`src/logic/lcw_pkg.sv`:
```
// constants, field layouts and types of the low-frequency countdown watchdog
// assumes: one 32-bit apb slave window with 12 address bits
`default_nettype none

package lcw_pkg;

   // -------------------------------------------------------------
   // register byte offsets
   // -------------------------------------------------------------
   localparam int unsigned ADDR_W = 12;
   localparam logic [11:0] OFF_START = 12'h000;
   localparam logic [11:0] OFF_SUBSCRIBE = 12'h080;
   localparam logic [11:0] OFF_TIMEOUT = 12'h100;
   localparam logic [11:0] OFF_PUBLISH = 12'h180;
   localparam logic [11:0] OFF_IRQ_SET = 12'h304;
   localparam logic [11:0] OFF_IRQ_CLR = 12'h308;
   localparam logic [11:0] OFF_RUN = 12'h400;
   localparam logic [11:0] OFF_REQ = 12'h404;
   localparam logic [11:0] OFF_RELOAD = 12'h504;
   localparam logic [11:0] OFF_SLOT_EN = 12'h508;
   localparam logic [11:0] OFF_PAUSE = 12'h50C;
   localparam logic [11:0] OFF_SLOT_BASE = 12'h600;
   localparam logic [11:0] OFF_SLOT_LAST = 12'h61C;

   // -------------------------------------------------------------
   // fields, reset values, key and timing
   // -------------------------------------------------------------
   localparam int unsigned N_SLOTS = 8;
   localparam int unsigned CHAN_W = 8;
   localparam int unsigned BIT_TRIGGER = 0;
   localparam int unsigned BIT_TIMEOUT = 0;
   localparam int unsigned BIT_RUN = 0;
   localparam int unsigned BIT_PAUSE_SLEEP = 0;
   localparam int unsigned BIT_PAUSE_HALT = 3;
   localparam int unsigned BIT_LINK_EN = 31;
   localparam logic [31:0] RELOAD_KEY = 32'h6E524635;
   localparam logic [31:0] RESET_RELOAD_VALUE = 32'hFFFFFFFF;
   localparam logic [7:0] RESET_SLOT_ENABLE = 8'h01;
   localparam int unsigned LF_CLOCK_HZ = 32768;
   localparam logic [1:0] RESET_DELAY_TICKS = 2'h2;
   localparam logic [31:0] READ_ZERO = 32'h00000000;

   // -------------------------------------------------------------
   // types
   // -------------------------------------------------------------
   typedef struct packed {
      logic [31:0] reload_value;
      logic [7:0] slot_enable;
      logic pause_sleep;
      logic pause_halt;
   } lcw_cfg_type;

   typedef struct packed {
      logic en;
      logic [CHAN_W-1:0] channel_index;
   } lcw_link_type;

   typedef enum logic [1:0] {
      LCW_STOPPED,
      LCW_RUNNING,
      LCW_TIMED_OUT,
      LCW_RESETTING
   } lcw_state_type;

endpackage

`default_nettype wire

```
`src/logic/lcw_watchdog.sv`:
```
// countdown watchdog on the low-frequency clock, apb register slave
// assumes: low_freq_clock is a slow pin, sampled on sys_clk; other inputs
// come from logic on sys_clk; reset source and clock control are outside
`default_nettype none

// Function
// - watchdog starts only on start task, by register write or event
// - counter decrements and raises timeout when wrapping past zero
// - start task loads the counter from the reload value
// - one decrement per low-frequency cycle, period (reload+1)/32768
// - while running, request rc oscillator unless another source runs
// - eight reload-request slots for software
// - reload only after key written to every enabled slot
// - each slot enabled by its own bit of slot enable
// - by default counting continues in sleep and debug halt
// - pause in sleep and pause in halt separately configurable
// - every timeout raises a reset request to system reset logic unless off wake comes in the same cycle
// - with timeout interrupt enabled, reset delayed two lf cycles
// - once timeout is raised, reset follows; only an off wake in the same cycle cancels it
// - after start, writes to reload, slot enable and pause registers are ignored
// - after reset, or off wake while running, stopped and configuration writable
// - start subscription holds channel index and enable bit
// - run state reads 1 once started, 0 only while stopped
// - irq enable set register writes 1 to enable, reads state
module lcw_watchdog
   import lcw_pkg::*;
#(
   parameter int unsigned N_CHANNELS = 256
) (
   input wire logic sys_clk,
   input wire logic rst,
   input wire logic ce,
   input wire logic psel,
   input wire logic penable,
   input wire logic pwrite,
   input wire logic [ADDR_W-1:0] paddr,
   input wire logic [31:0] pwdata,
   output logic [31:0] prdata,
   output logic pready,
   output logic pslverr,
   input wire logic low_freq_clock,
   input wire logic other_lf_source_running,
   input wire logic cpu_sleeping,
   input wire logic debug_halted,
   input wire logic wake_from_off,
   input wire logic [N_CHANNELS-1:0] link_events,
   output logic [N_CHANNELS-1:0] link_publish,
   output logic rc_osc_request,
   output logic irq,
   output logic wdt_reset_req
);

   // -------------------------------------------------------------
   // elaboration check
   // -------------------------------------------------------------
   generate
      if (N_CHANNELS < 1 || N_CHANNELS > (1 << CHAN_W)) begin : g_bad
         $error("lcw_watchdog: N_CHANNELS out of range");
      end
   endgenerate

   // -------------------------------------------------------------
   // decode helpers
   // -------------------------------------------------------------
   function automatic logic is_slot(input logic [ADDR_W-1:0] a);
      is_slot = (a >= OFF_SLOT_BASE) && (a <= OFF_SLOT_LAST) &&
                (a[1:0] == 2'h0);
   endfunction

   function automatic logic [2:0] slot_of(input logic [ADDR_W-1:0] a);
      logic [ADDR_W-1:0] d;
      d = a - OFF_SLOT_BASE;
      slot_of = d[4:2];
   endfunction

   function automatic logic is_mapped(input logic [ADDR_W-1:0] a);
      case (a)
         OFF_START, OFF_SUBSCRIBE, OFF_TIMEOUT, OFF_PUBLISH,
         OFF_IRQ_SET, OFF_IRQ_CLR, OFF_RUN, OFF_REQ,
         OFF_RELOAD, OFF_SLOT_EN, OFF_PAUSE: is_mapped = 1'b1;
         default: is_mapped = is_slot(a);
      endcase
   endfunction

   // -------------------------------------------------------------
   // declarations
   // -------------------------------------------------------------
   lcw_state_type state_r;
   lcw_cfg_type cfg_r;
   lcw_link_type sub_r;
   lcw_link_type pub_r;
   logic [31:0] count_r;
   logic [N_SLOTS-1:0] requested_r;
   logic [1:0] delay_r;
   logic timeout_flag_r;
   logic irq_en_r;
   logic lf_s1_r;
   logic lf_s2_r;
   logic lf_s3_r;
   logic lf_level_r;
   logic lf_tick;
   logic wr_acc;
   logic start_cmd;
   logic locked;
   logic count_en;
   logic timeout_evt;
   logic all_requested;
   logic slot_key_wr;
   logic [2:0] wr_slot;
   logic [31:0] rd_mux;

   // -------------------------------------------------------------
   // low-frequency clock sampling
   // -------------------------------------------------------------
   // a level counts only once the second and third stages agree,
   // so a single glitch on the pin never ticks the counter
   always_ff @(posedge sys_clk or posedge rst) begin
      if (rst) begin
         lf_s1_r <= 1'b0;
         lf_s2_r <= 1'b0;
         lf_s3_r <= 1'b0;
         lf_level_r <= 1'b0;
      end else if (ce) begin
         lf_s1_r <= low_freq_clock;
         lf_s2_r <= lf_s1_r;
         lf_s3_r <= lf_s2_r;
         if (lf_s2_r == lf_s3_r) begin
            lf_level_r <= lf_s3_r;
         end
      end
   end

   assign lf_tick = (lf_s2_r == lf_s3_r) && lf_s3_r && !lf_level_r;

   // -------------------------------------------------------------
   // control terms
   // -------------------------------------------------------------
   assign wr_acc = psel && penable && pwrite;
   assign locked = (state_r != LCW_STOPPED);
   assign start_cmd = (wr_acc && paddr == OFF_START &&
                       pwdata[BIT_TRIGGER]) ||
                      (sub_r.en &&
                       link_events[sub_r.channel_index]);
   assign count_en = !(cfg_r.pause_sleep && cpu_sleeping) &&
                     !(cfg_r.pause_halt && debug_halted);
   assign timeout_evt = (state_r == LCW_RUNNING) && lf_tick && count_en &&
                        (count_r == 32'h00000000);
   assign wr_slot = slot_of(paddr);
   assign slot_key_wr = wr_acc && is_slot(paddr) &&
                        (pwdata == RELOAD_KEY);
   assign all_requested = ((requested_r | ~cfg_r.slot_enable) ==
                           {N_SLOTS{1'b1}});

   // -------------------------------------------------------------
   // run state, counter and reset request
   // -------------------------------------------------------------
   always_ff @(posedge sys_clk or posedge rst) begin
      if (rst) begin
         state_r <= LCW_STOPPED;
         count_r <= RESET_RELOAD_VALUE;
         delay_r <= 2'h0;
         wdt_reset_req <= 1'b0;
      end else if (ce) begin
         case (state_r)
            LCW_STOPPED: begin
               if (start_cmd) begin
                  state_r <= LCW_RUNNING;
                  count_r <= cfg_r.reload_value;
               end
            end
            LCW_RUNNING: begin
               if (wake_from_off) begin
                  state_r <= LCW_STOPPED;
               end else if (timeout_evt) begin
                  count_r <= count_r - 32'h00000001;
                  state_r <= LCW_TIMED_OUT;
                  delay_r <= irq_en_r ? RESET_DELAY_TICKS : 2'h0;
               end else if (all_requested) begin
                  count_r <= cfg_r.reload_value;
               end else if (lf_tick && count_en) begin
                  count_r <= count_r - 32'h00000001;
               end
            end
            // no reload, start or wake leaves these two states
            LCW_TIMED_OUT: begin
               if (delay_r == 2'h0) begin
                  wdt_reset_req <= 1'b1;
                  state_r <= LCW_RESETTING;
               end else if (lf_tick) begin
                  delay_r <= delay_r - 2'h1;
               end
            end
            LCW_RESETTING: begin
               wdt_reset_req <= 1'b1;
            end
            default: begin
               state_r <= LCW_STOPPED;
            end
         endcase
      end
   end

   // -------------------------------------------------------------
   // reload request slots
   // -------------------------------------------------------------
   always_ff @(posedge sys_clk or posedge rst) begin
      if (rst) begin
         requested_r <= '0;
      end else if (ce) begin
         if (state_r != LCW_RUNNING || all_requested) begin
            requested_r <= '0;
         end else if (slot_key_wr && cfg_r.slot_enable[wr_slot]) begin
            requested_r[wr_slot] <= 1'b1;
         end
      end
   end

   // -------------------------------------------------------------
   // configuration; reload, slot enable and pause locked while running
   // -------------------------------------------------------------
   always_ff @(posedge sys_clk or posedge rst) begin
      if (rst) begin
         cfg_r.reload_value <= RESET_RELOAD_VALUE;
         cfg_r.slot_enable <= RESET_SLOT_ENABLE;
         cfg_r.pause_sleep <= 1'b0;
         cfg_r.pause_halt <= 1'b0;
         sub_r <= '0;
         pub_r <= '0;
      end else if (ce) begin
         if (wr_acc && !locked) begin
            case (paddr)
               OFF_RELOAD: cfg_r.reload_value <= pwdata;
               OFF_SLOT_EN: cfg_r.slot_enable <= pwdata[N_SLOTS-1:0];
               OFF_PAUSE: begin
                  cfg_r.pause_sleep <= pwdata[BIT_PAUSE_SLEEP];
                  cfg_r.pause_halt <= pwdata[BIT_PAUSE_HALT];
               end
               default: begin
               end
            endcase
         end
         if (wr_acc && paddr == OFF_SUBSCRIBE) begin
            sub_r.en <= pwdata[BIT_LINK_EN];
            sub_r.channel_index <= pwdata[CHAN_W-1:0];
         end
         if (wr_acc && paddr == OFF_PUBLISH) begin
            pub_r.en <= pwdata[BIT_LINK_EN];
            pub_r.channel_index <= pwdata[CHAN_W-1:0];
         end
      end
   end

   // -------------------------------------------------------------
   // timeout flag, interrupt enable and side outputs
   // -------------------------------------------------------------
   always_ff @(posedge sys_clk or posedge rst) begin
      if (rst) begin
         timeout_flag_r <= 1'b0;
         irq_en_r <= 1'b0;
         irq <= 1'b0;
         rc_osc_request <= 1'b0;
         link_publish <= '0;
      end else if (ce) begin
         // set wins over a clear landing in the same cycle
         if (timeout_evt) begin
            timeout_flag_r <= 1'b1;
         end else if (wr_acc && paddr == OFF_TIMEOUT &&
                      !pwdata[BIT_TIMEOUT]) begin
            timeout_flag_r <= 1'b0;
         end
         if (wr_acc && paddr == OFF_IRQ_SET && pwdata[BIT_TIMEOUT]) begin
            irq_en_r <= 1'b1;
         end else if (wr_acc && paddr == OFF_IRQ_CLR &&
                      pwdata[BIT_TIMEOUT]) begin
            irq_en_r <= 1'b0;
         end
         irq <= timeout_flag_r && irq_en_r;
         rc_osc_request <= locked && !other_lf_source_running;
         link_publish <= '0;
         if (timeout_evt && pub_r.en) begin
            link_publish[pub_r.channel_index] <= 1'b1;
         end
      end
   end

   // -------------------------------------------------------------
   // apb read path
   // -------------------------------------------------------------
   always_comb begin
      rd_mux = READ_ZERO;
      case (paddr)
         OFF_SUBSCRIBE: begin
            rd_mux[BIT_LINK_EN] = sub_r.en;
            rd_mux[CHAN_W-1:0] = sub_r.channel_index;
         end
         OFF_PUBLISH: begin
            rd_mux[BIT_LINK_EN] = pub_r.en;
            rd_mux[CHAN_W-1:0] = pub_r.channel_index;
         end
         OFF_TIMEOUT: rd_mux[BIT_TIMEOUT] = timeout_flag_r;
         OFF_IRQ_SET, OFF_IRQ_CLR: rd_mux[BIT_TIMEOUT] = irq_en_r;
         OFF_RUN: rd_mux[BIT_RUN] = locked;
         OFF_REQ: rd_mux[N_SLOTS-1:0] = cfg_r.slot_enable & ~requested_r;
         OFF_RELOAD: rd_mux = cfg_r.reload_value;
         OFF_SLOT_EN: rd_mux[N_SLOTS-1:0] = cfg_r.slot_enable;
         OFF_PAUSE: begin
            rd_mux[BIT_PAUSE_SLEEP] = cfg_r.pause_sleep;
            rd_mux[BIT_PAUSE_HALT] = cfg_r.pause_halt;
         end
         default: rd_mux = READ_ZERO;
      endcase
   end

   // data captured in the setup cycle so the access cycle needs no wait
   always_ff @(posedge sys_clk or posedge rst) begin
      if (rst) begin
         prdata <= READ_ZERO;
         pslverr <= 1'b0;
      end else if (ce) begin
         if (psel && !penable) begin
            prdata <= pwrite ? READ_ZERO : rd_mux;
            pslverr <= !is_mapped(paddr);
         end
      end
   end

   // a frozen clock enable holds the bus off rather than losing a write
   assign pready = ce;

endmodule

`default_nettype wire

```
`config.mk`:
```
export PLATFORM = sky130hd
export DESIGN_NAME = lcw_watchdog
export DESIGN_NICKNAME = d
export VERILOG_FILES = /design/src/logic/lcw_pkg.sv /design/src/logic/lcw_watchdog.sv
export SDC_FILE = /design/constraint.sdc
export NUM_CORES = 1
export LEC_CHECK = 0
export ABC_CLOCK_PERIOD_IN_PS = 41900
export BUFFER_PORTS_ARGS = -buffer_cell sky130_fd_sc_hd__buf_2
export CAP_MARGIN = 5
export CORE_AREA = 3 3 235 237
export DETAILED_ROUTE_END_ITERATION = 8
export DIE_AREA = 0 0 238 240
export SLEW_MARGIN = 30
export SYNTH_ARGS = -nofsm -noshare
export SYNTH_HDL_FRONTEND = slang
export SYNTH_SLANG_ARGS = --single-unit
```
`constraint.sdc`:
```
create_clock -name sys_clk -period 41.9 [get_ports sys_clk]
set_clock_uncertainty 0.05 [all_clocks]
set_input_delay 8.38 -clock sys_clk [delete_from_list [all_inputs] [get_ports sys_clk]]
set_output_delay 8.38 -clock sys_clk [all_outputs]
set_load 0.05 [all_outputs]
```
==> flow_summary_export.csv, run 1 <==
group,metric,value,unit
critical_path,arrival,9.07,ns
floorplan,io_pins,604,
synth,syn_area,18600,um^2
synth,synth-main-ff-cell,"dfrtp_1",
critical_path,cp_slowest_cell,"buf_2",
timing,fmax,0.0571,GHz
synth,synth_top_area_share,45.3,%
power_and_ir_drop,power,0.986,mW
clock_tree,numClockSinks,402,
timing,rsz0062_at_grt,"false",
routing,drtIter0Drc,998,
floorplan,die_h,240,um
synth,syn_nets,1878,
placed_design,post-dp-hpwl,52900,um
critical_path,critPathLaunchType,"input pin",
clock_tree,clock_latency,0.58,ns
global_route,grt_max_degree,122,
power_and_ir_drop,p_clk_share,42.9,%
critical_path,worst-setup-path-type,"in2out",
global_route,grt_use_total,24.7,%
placed_design,routabilityCongestion,0.897,
critical_path,critPathRequiredTime,33.47,ns
synth,ys_ff_latch,402,
global_route,grt_overflow,0,
clock_tree,cts_hold_buf,0,
floorplan,die_x,238,um
critical_path,crit_chain,"buf_2 -> buf_2",
synth,ys_warn_count,0,
critical_path,crit_path_max_fanout,12,
synth,syn_inst,1558,
power_and_ir_drop,p_seq_share,43.1,%
floorplan,rows,85,
global_route,grt_pass1_vias,16091,
timing,finalSetupTns,0,ns
outcome,status,"finished, final reports clean",
critical_path,crit_buf_inv,2,
floorplan,initial_core_util,34.8,%
routing,drtPass1Iterations,7,
power_and_ir_drop,cellPowerDensity,41.5,nW/um^2
floorplan,dieArea,57100,um^2
power_and_ir_drop,p_sw_share,27.2,%
timing,worst_pin_slew,1.08,ns
synth,synth-seq-area-share,54.5,%
critical_path,critical-path-top-delay-family,"buffers and inverters",
timing,drv_slew,0,
clock_tree,post_cts_buffers,0,
hold_path,hp-class,"reg2reg",
routing,wire_per_inst,26.0,um
placed_design,portBuffers,603,
clock_tree,post_cts_resized,0,
floorplan,core-area,53500,um^2
final_layout,num-nets-final,2411,
global_route,antenna_found_initial,5,
flow_run,cap_violations,0,
routing,vias_per_cell,5.62,
routing,vias,15855,
routing,wl,73200,um
power_and_ir_drop,switching_power,0.268,mW
final_layout,area_growth,27.5,%
critical_path,crit_path_end_kind,"output pin",
synth,synth_area_leaders,"dfrtp_1 45%, o2bb2ai_1 12%, dfstp_2 9.2%",
timing,relSlewSlack,27.2,%
timing,period_needed,17.50,ns
critical_path,crit_top_cell,"buf_2",
clock_tree,cts_buffers,44,
clock_tree,clockBufferDepth,3,
critical_path,reg2reg_slack,37.58,ns
synth,netlist_top_cells_count,"337 x dfrtp_1, 257 x o2bb2ai_1, 101 x clkbuf_1",
clock_tree,cts_tree,"built",
timing,hold_violations,0,
final_layout,drive_above_1_share,41.6,%
power_and_ir_drop,p_comb_share,14.1,%
final_layout,fillCellCount,5018,
global_route,grt_pass1_wl,106000,um
synth,syn_avg_cell_area,12.0,um^2
routing,drc_errors,0,
synth,synthArstFlopShare,100,%
synth,synth_most_common_cell,"dfrtp_1",
routing,final_antenna_net_count,0,
clock_tree,root_buffer,"clkbuf_16",
clock_tree,clk_pin_slew,0.06,ns
critical_path,crit_path_max_incr_delay,0.35,ns
synth,ys_types,66,
power_and_ir_drop,peakVddDrop,0.0000286,V
synth,synth_area_leader_cell,"dfrtp_1",
power_and_ir_drop,intPower,0.718,mW
timing,setup_violations,0,
power_and_ir_drop,p_leak,11.1,nW
synth,synth_edf_count,0,
timing,min_period_over_period,41.8,%
clock_tree,htreeDepth,2,
## cell type report
| cell class | count | area (um^2) | area share (%) |
|---|---|---|---|
| multi-input combinational | 994 | 7810 | 32.9 |
| timing repair buffer | 619 | 3210 | 13.5 |
| sequential | 402 | 10100 | 42.7 |
| inverter | 30 | 125 | 0.527 |
| clock inverter | 17 | 323 | 1.36 |
| tap | 696 | 871 | 3.67 |
| antenna | 1 | 2.50 | 0.0105 |
| clock buffer | 61 | 1240 | 5.24 |
## power by group through the flow
stage	logic, mW	registers [mW]	clock network (mW)
6_report	0.139	0.425	0.423
5_1_grt	0.156	0.427	0.447
4_1_cts	0.138	0.424	0.431
3_5_place_dp	0.138	0.431	0
3_3_place_gp	0.134	0.430	0
2_1_floorplan	0.0925	0.429	0
## cell usage in the layout (no fill, tap or decap), types with 9 or more instances in the layout
| cell type | n |
|---|---|
| mux2i_1 | 53 |
| buf_4 | 9 |
| ha_1 | 9 |
| dfrtp_1 | 335 |
| nand3_1 | 25 |
| a22oi_1 | 24 |
| nor3_1 | 21 |
| o22ai_1 | 9 |
| mux4_2 | 47 |
| inv_1 | 28 |
| o2bb2ai_1 | 257 |
| a21oi_1 | 44 |
| o22a_1 | 10 |
| clkbuf_16 | 44 |
| a31oi_1 | 15 |
| a22o_1 | 25 |
| dfstp_2 | 65 |
| clkbuf_1 | 9 |
| buf_2 | 603 |
| nor2b_1 | 15 |
| o21ai_0 | 87 |
| mux2_2 | 56 |
| nor2_1 | 90 |
| nand2_1 | 79 |
| nor4_1 | 12 |
| nand2_2 | 10 |
## final timing paths
| path | from | endpoint | cells past startpoint |
|---|---|---|---|
| max | ce | pready | 2 |
| min | link_publish[221]$_DFFE_PP0P_ | link_publish[221]$_DFFE_PP0P_ | 1 |
| max reg2reg | sub_r[0]$_DFFE_PP0P_ | count_r[31]$_DFFE_PP1P_ | 11 |
| min reg2reg | link_publish[221]$_DFFE_PP0P_ | link_publish[221]$_DFFE_PP0P_ | 1 |
| max in group asynchronous | rst | link_publish[16]$_DFFE_PP0P_ | 5 |
| min in group asynchronous | rst | link_publish[229]$_DFFE_PP0P_ | 2 |
## cell families after synthesis
group                    Yosys count  synth area share, %
AO/OA/AOI/OAI                    504                 20.6
flip-flops                       402                 54.5
AND/OR/NAND/NOR                  325                 8.62
buffers and inverters            162                 3.78
multiplexers                     156                 11.9
adder cells (fa/ha/maj)            9                0.605
## routing by layer
layer | vias up | wire (um) | global-route usage [%]
li1 | 7021 | - | -
met1 | 8059 | 28900 | 30.1
met2 | 644 | 36000 | 42.6
met3 | 131 | 5370 | 6.13
met4 | 0 | 2940 | 9.18
met5 | - | 0 | 0
## stage by stage
step / cell area, um^2 / setup WS (ns) / hold slack [ns] / cells / utilization, %
after floorplan: 18600 / 22.40 / 0.402 / 1558 / -
after global placement: 22000 / 24.40 / 0.414 / 2738 / 41.2
after detailed placement: 22100 / 24.42 / 0.418 / 2739 / 41.3
after CTS: 23700 / 24.42 / 0.434 / 2817 / 44.2
after global routing: 23700 / 24.40 / 0.440 / 2820 / 44.4
final: 23700 / 24.40 / 0.428 / 2820 / 44.4
## state kept, by name, summed over array words and instances, names as in the netlist, 2 cells and up
register / cells
requested_r: 8
delay_r: 2
cfg_r: 42
link_publish: 256
pub_r: 9
count_r: 32
sub_r: 9
state_r: 2
prdata: 32
No activity file was read; power rests on OpenSTA's default activity.
==> run 2: changes to the inputs <==
--- a/config.mk
+++ b/config.mk
@@ -5,12 +5,13 @@
 export SDC_FILE = /design/constraint.sdc
 export NUM_CORES = 1
 export LEC_CHECK = 0
-export ABC_CLOCK_PERIOD_IN_PS = 41900
+export ABC_AREA = 1
+export ABC_CLOCK_PERIOD_IN_PS = 16460
 export BUFFER_PORTS_ARGS = -buffer_cell sky130_fd_sc_hd__buf_2
 export CAP_MARGIN = 5
-export CORE_AREA = 3 3 235 237
+export CORE_AREA = 3 3 234 236
 export DETAILED_ROUTE_END_ITERATION = 8
-export DIE_AREA = 0 0 238 240
+export DIE_AREA = 0 0 237 239
 export SLEW_MARGIN = 30
 export SYNTH_ARGS = -nofsm -noshare
 export SYNTH_HDL_FRONTEND = slang
==> constraint.sdc (replaced) <==
create_clock -name sys_clk -period 16.46 [get_ports sys_clk]
set_clock_uncertainty 0.05 [all_clocks]
set_input_delay 3.292 -clock sys_clk [delete_from_list [all_inputs] [get_ports sys_clk]]
set_output_delay 3.292 -clock sys_clk [all_outputs]
set_load 0.05 [all_outputs]
==> run 2 against run 1 <==
Against the previous run: via count is 22% higher; first-iteration DRC count increased by 92%; sequential cell count is the same; clock power increased by 120%; register-to-register slack got worse by 26 ns; final cell count up 29%; worst setup slack lost 16 ns; wire length rose by 4.4%; die area fell by 0.84%; non-clock buffer count is the same; count of clock-buffer cells in the layout fell by 1; critical endpoint unchanged; largest power group unchanged; highest routed layer is now met5.
==> flow_summary_export.csv, run 2 <==
group,metric,value,unit
final_layout,regMostFlops,"link_publish",
clock_tree,clockBufferDepth,3,
timing,setup_violations,0,
power_and_ir_drop,intPower,1.64,mW
critical_path,startpoint,"ce",
timing,period_needed,7.67,ns
synth,synth-compound-area-share,12.1,%
final_layout,area_growth,24.0,%
timing,setup_ws,8.79,ns
global_route,antenna_found_initial,13,
clock_tree,clock_latency,0.56,ns
critical_path,arrival,4.33,ns
routing,drtPass1Iterations,5,
routing,drc_errors,0,
synth,synth_area_leaders,"dfrtp_1 43%, nand2_1 15%, dfstp_2 8.7%",
timing,finalSetupTns,0,ns
timing,hold_violations,0,
clock_tree,root_buffer,"clkbuf_16",
critical_path,critPathLaunchType,"input pin",
final_layout,largest_reg_flops,256,
final_layout,postLayoutCoreUtil,46.1,%
synth,syn_avg_cell_area,8.12,um^2
timing,worst_pin_slew,0.960,ns
flow_run,cap_violations,0,
final_layout,fillCellCount,5281,
synth,synth_edf_count,0,
hold_path,min_from,"count_r[31]$_DFFE_PP1P_",
routing,vias_per_cell,5.30,
synth,synth_top_area_share,43.1,%
critical_path,worst-setup-path-type,"in2out",
floorplan,io_pins,604,
global_route,grt_pass1_vias,18234,
synth,ys_ff_latch,402,
routing,vias,19312,
critical_path,critPathRequiredTime,13.12,ns
critical_path,crit_path_max_fanout,25,
synth,synth_area_leader_cell,"dfrtp_1",
global_route,grt_use_total,25.7,%
synth,netlist_top_cells_count,"790 x nand2_1, 338 x o21ai_0, 337 x dfrtp_1",
clock_tree,post_cts_buffers,0,
timing,drv_slew,0,
critical_path,crit_top_cell,"buf_2",
final_layout,final_common_cell,"nand2_1",
clock_tree,numClockSinks,402,
floorplan,core-area,52700,um^2
timing,min_period_over_period,46.6,%
power_and_ir_drop,peakVddDrop,0.0000584,V
synth,synthArstFlopShare,100,%
critical_path,crit_buf_inv,2,
clock_tree,htreeDepth,2,
clock_tree,post_cts_resized,0,
placed_design,routabilityCongestion,0.970,
synth,ys_warn_count,0,
floorplan,rows,84,
power_and_ir_drop,p_sw_share,27.1,%
synth,synth-adder-area-share,0.575,%
final_layout,drive_above_1_share,26.8,%
synth,yosys.area_share.simple,27.8,%
power_and_ir_drop,p_comb_share,12.8,%
synth,syn_nets,2731,
synth,syn_area,19600,um^2
synth,synth_xor_area_share,0.850,%
floorplan,die_h,239,um
hold_path,hp-class,"reg2reg",
timing,rsz0062_at_grt,"false",
critical_path,crit_path_max_incr_delay,0.63,ns
critical_path,critical-path-top-delay-family,"buffers and inverters",
outcome,status,"finished, final reports clean",
routing,drtIter0Drc,1916,
routing,final_antenna_net_count,0,
synth,synth_most_common_cell,"nand2_1",
synth,synth_top_family_by_area,"simple AND/OR/NAND/NOR gates",
power_and_ir_drop,p_clk_share,41.6,%
clock_tree,cts_tree,"built",
timing,relSlewSlack,35.8,%
power_and_ir_drop,p_seq_share,45.6,%
global_route,grt_pass1_wl,112000,um
floorplan,dieArea,56600,um^2
routing,wire_per_inst,21.0,um
synth,synth-seq-area-share,51.8,%
floorplan,die_x,237,um
floorplan,initial_core_util,37.2,%
critical_path,crit_path_end_kind,"output pin",
critical_path,rr_startpoint,"sub_r[0]$_DFFE_PP0P_",
power_and_ir_drop,switching_power,0.608,mW
power_and_ir_drop,p_leak,12.5,nW
clock_tree,clk_pin_slew,0.06,ns
power_and_ir_drop,cellPowerDensity,92.4,nW/um^2
global_route,grt_max_degree,203,
critical_path,cp_slowest_cell,"buf_2",
critical_path,reg2reg_slack,11.98,ns
routing,wl,76500,um
critical_path,crit_chain,"buf_2 -> buf_2",
synth,synth-main-ff-cell,"dfrtp_1",
placed_design,portBuffers,603,
synth,ys_types,53,
global_route,grt_overflow,0,
synth,synth.area.mux_share,0.843,%
final_layout,top_regs,"link_publish x256, cfg_r x42",
synth,syn_inst,2411,
final_layout,num-nets-final,3241,
timing,fmax,0.130,GHz
placed_design,post-dp-hpwl,55600,um
final_layout,layout_common_cells,"790 x nand2_1, 603 x buf_2, 338 x o21ai_0, 335 x dfrtp_1, 303 x nand3_1",
clock_tree,cts_hold_buf,0,
placed_design,place_ws,8.77,ns
clock_tree,cts_buffers,42,
==> run 2: layout make-up <==
class | instances | area (um^2) | area share, %
well taps | 688 | 861 | 3.55
multi-input cells | 1735 | 8270 | 34.0
clock buffers | 60 | 1240 | 5.11
flip-flops and latches | 402 | 10100 | 41.8
repair buffers | 619 | 3190 | 13.1
inverters | 121 | 468 | 1.93
diodes | 4 | 10.0 | 0.0412
clock inverters | 14 | 104 | 0.428
==> run 2: power by group through the flow <==
stage | clock [mW] | sequential, mW | combinational [mW]
3_3_place_gp | 0 | 1.04 | 0.282
6_report | 0.934 | 1.02 | 0.287
2_1_floorplan | 0 | 1.04 | 0.185
5_1_grt | 0.994 | 1.02 | 0.324
4_1_cts | 0.957 | 1.02 | 0.286
3_5_place_dp | 0 | 1.04 | 0.285
==> run 2: metal layers <==
metal / share of wire (%) / global-route usage [%] / vias to the layer above
met5: 0.097 / 0 / -
met4: 2.8 / 7.71 / 12
met3: 8.2 / 5.85 / 125
met2: 47 / 41.0 / 785
met1: 42 / 35.2 / 9334
li1: - / - / 9056
==> run 2: worst paths after layout <==
path,to,depth (start not counted)
max in group asynchronous,link_publish[254]$_DFFE_PP0P_,4
worst max register to register,count_r[19]$_DFFE_PP1P_,17
worst min register to register,count_r[31]$_DFFE_PP1P_,2
worst max-delay path,pready,2
min in group asynchronous,link_publish[19]$_DFFE_PP0P_,2
worst min-delay path,count_r[31]$_DFFE_PP1P_,2
==> run 2: cell families (layout without fill, tap and decap cells) <==
logic type,count (synthesis),in the layout
compound gates,429,429
xor+xnor,19,19
fa+ha+maj,9,9
buf+inv,274,814
flops,402,402
mux,15,15
other cells,0,4
simple gates,1263,1263
==> run 2: per-stage QoR <==
step / area, um^2 / power (mW) / instances / hold slack (ns)
2_1_floorplan: 19600 / 1.23 / 2411 / 0.392
3_3_place_gp: 22900 / 1.32 / 3562 / 0.407
3_5_place_dp: 22900 / 1.32 / 3564 / 0.406
4_1_cts: 24200 / 2.27 / 3638 / 0.415
5_1_grt: 24300 / 2.34 / 3642 / 0.444
6_report: 24300 / 2.24 / 3643 / 0.412
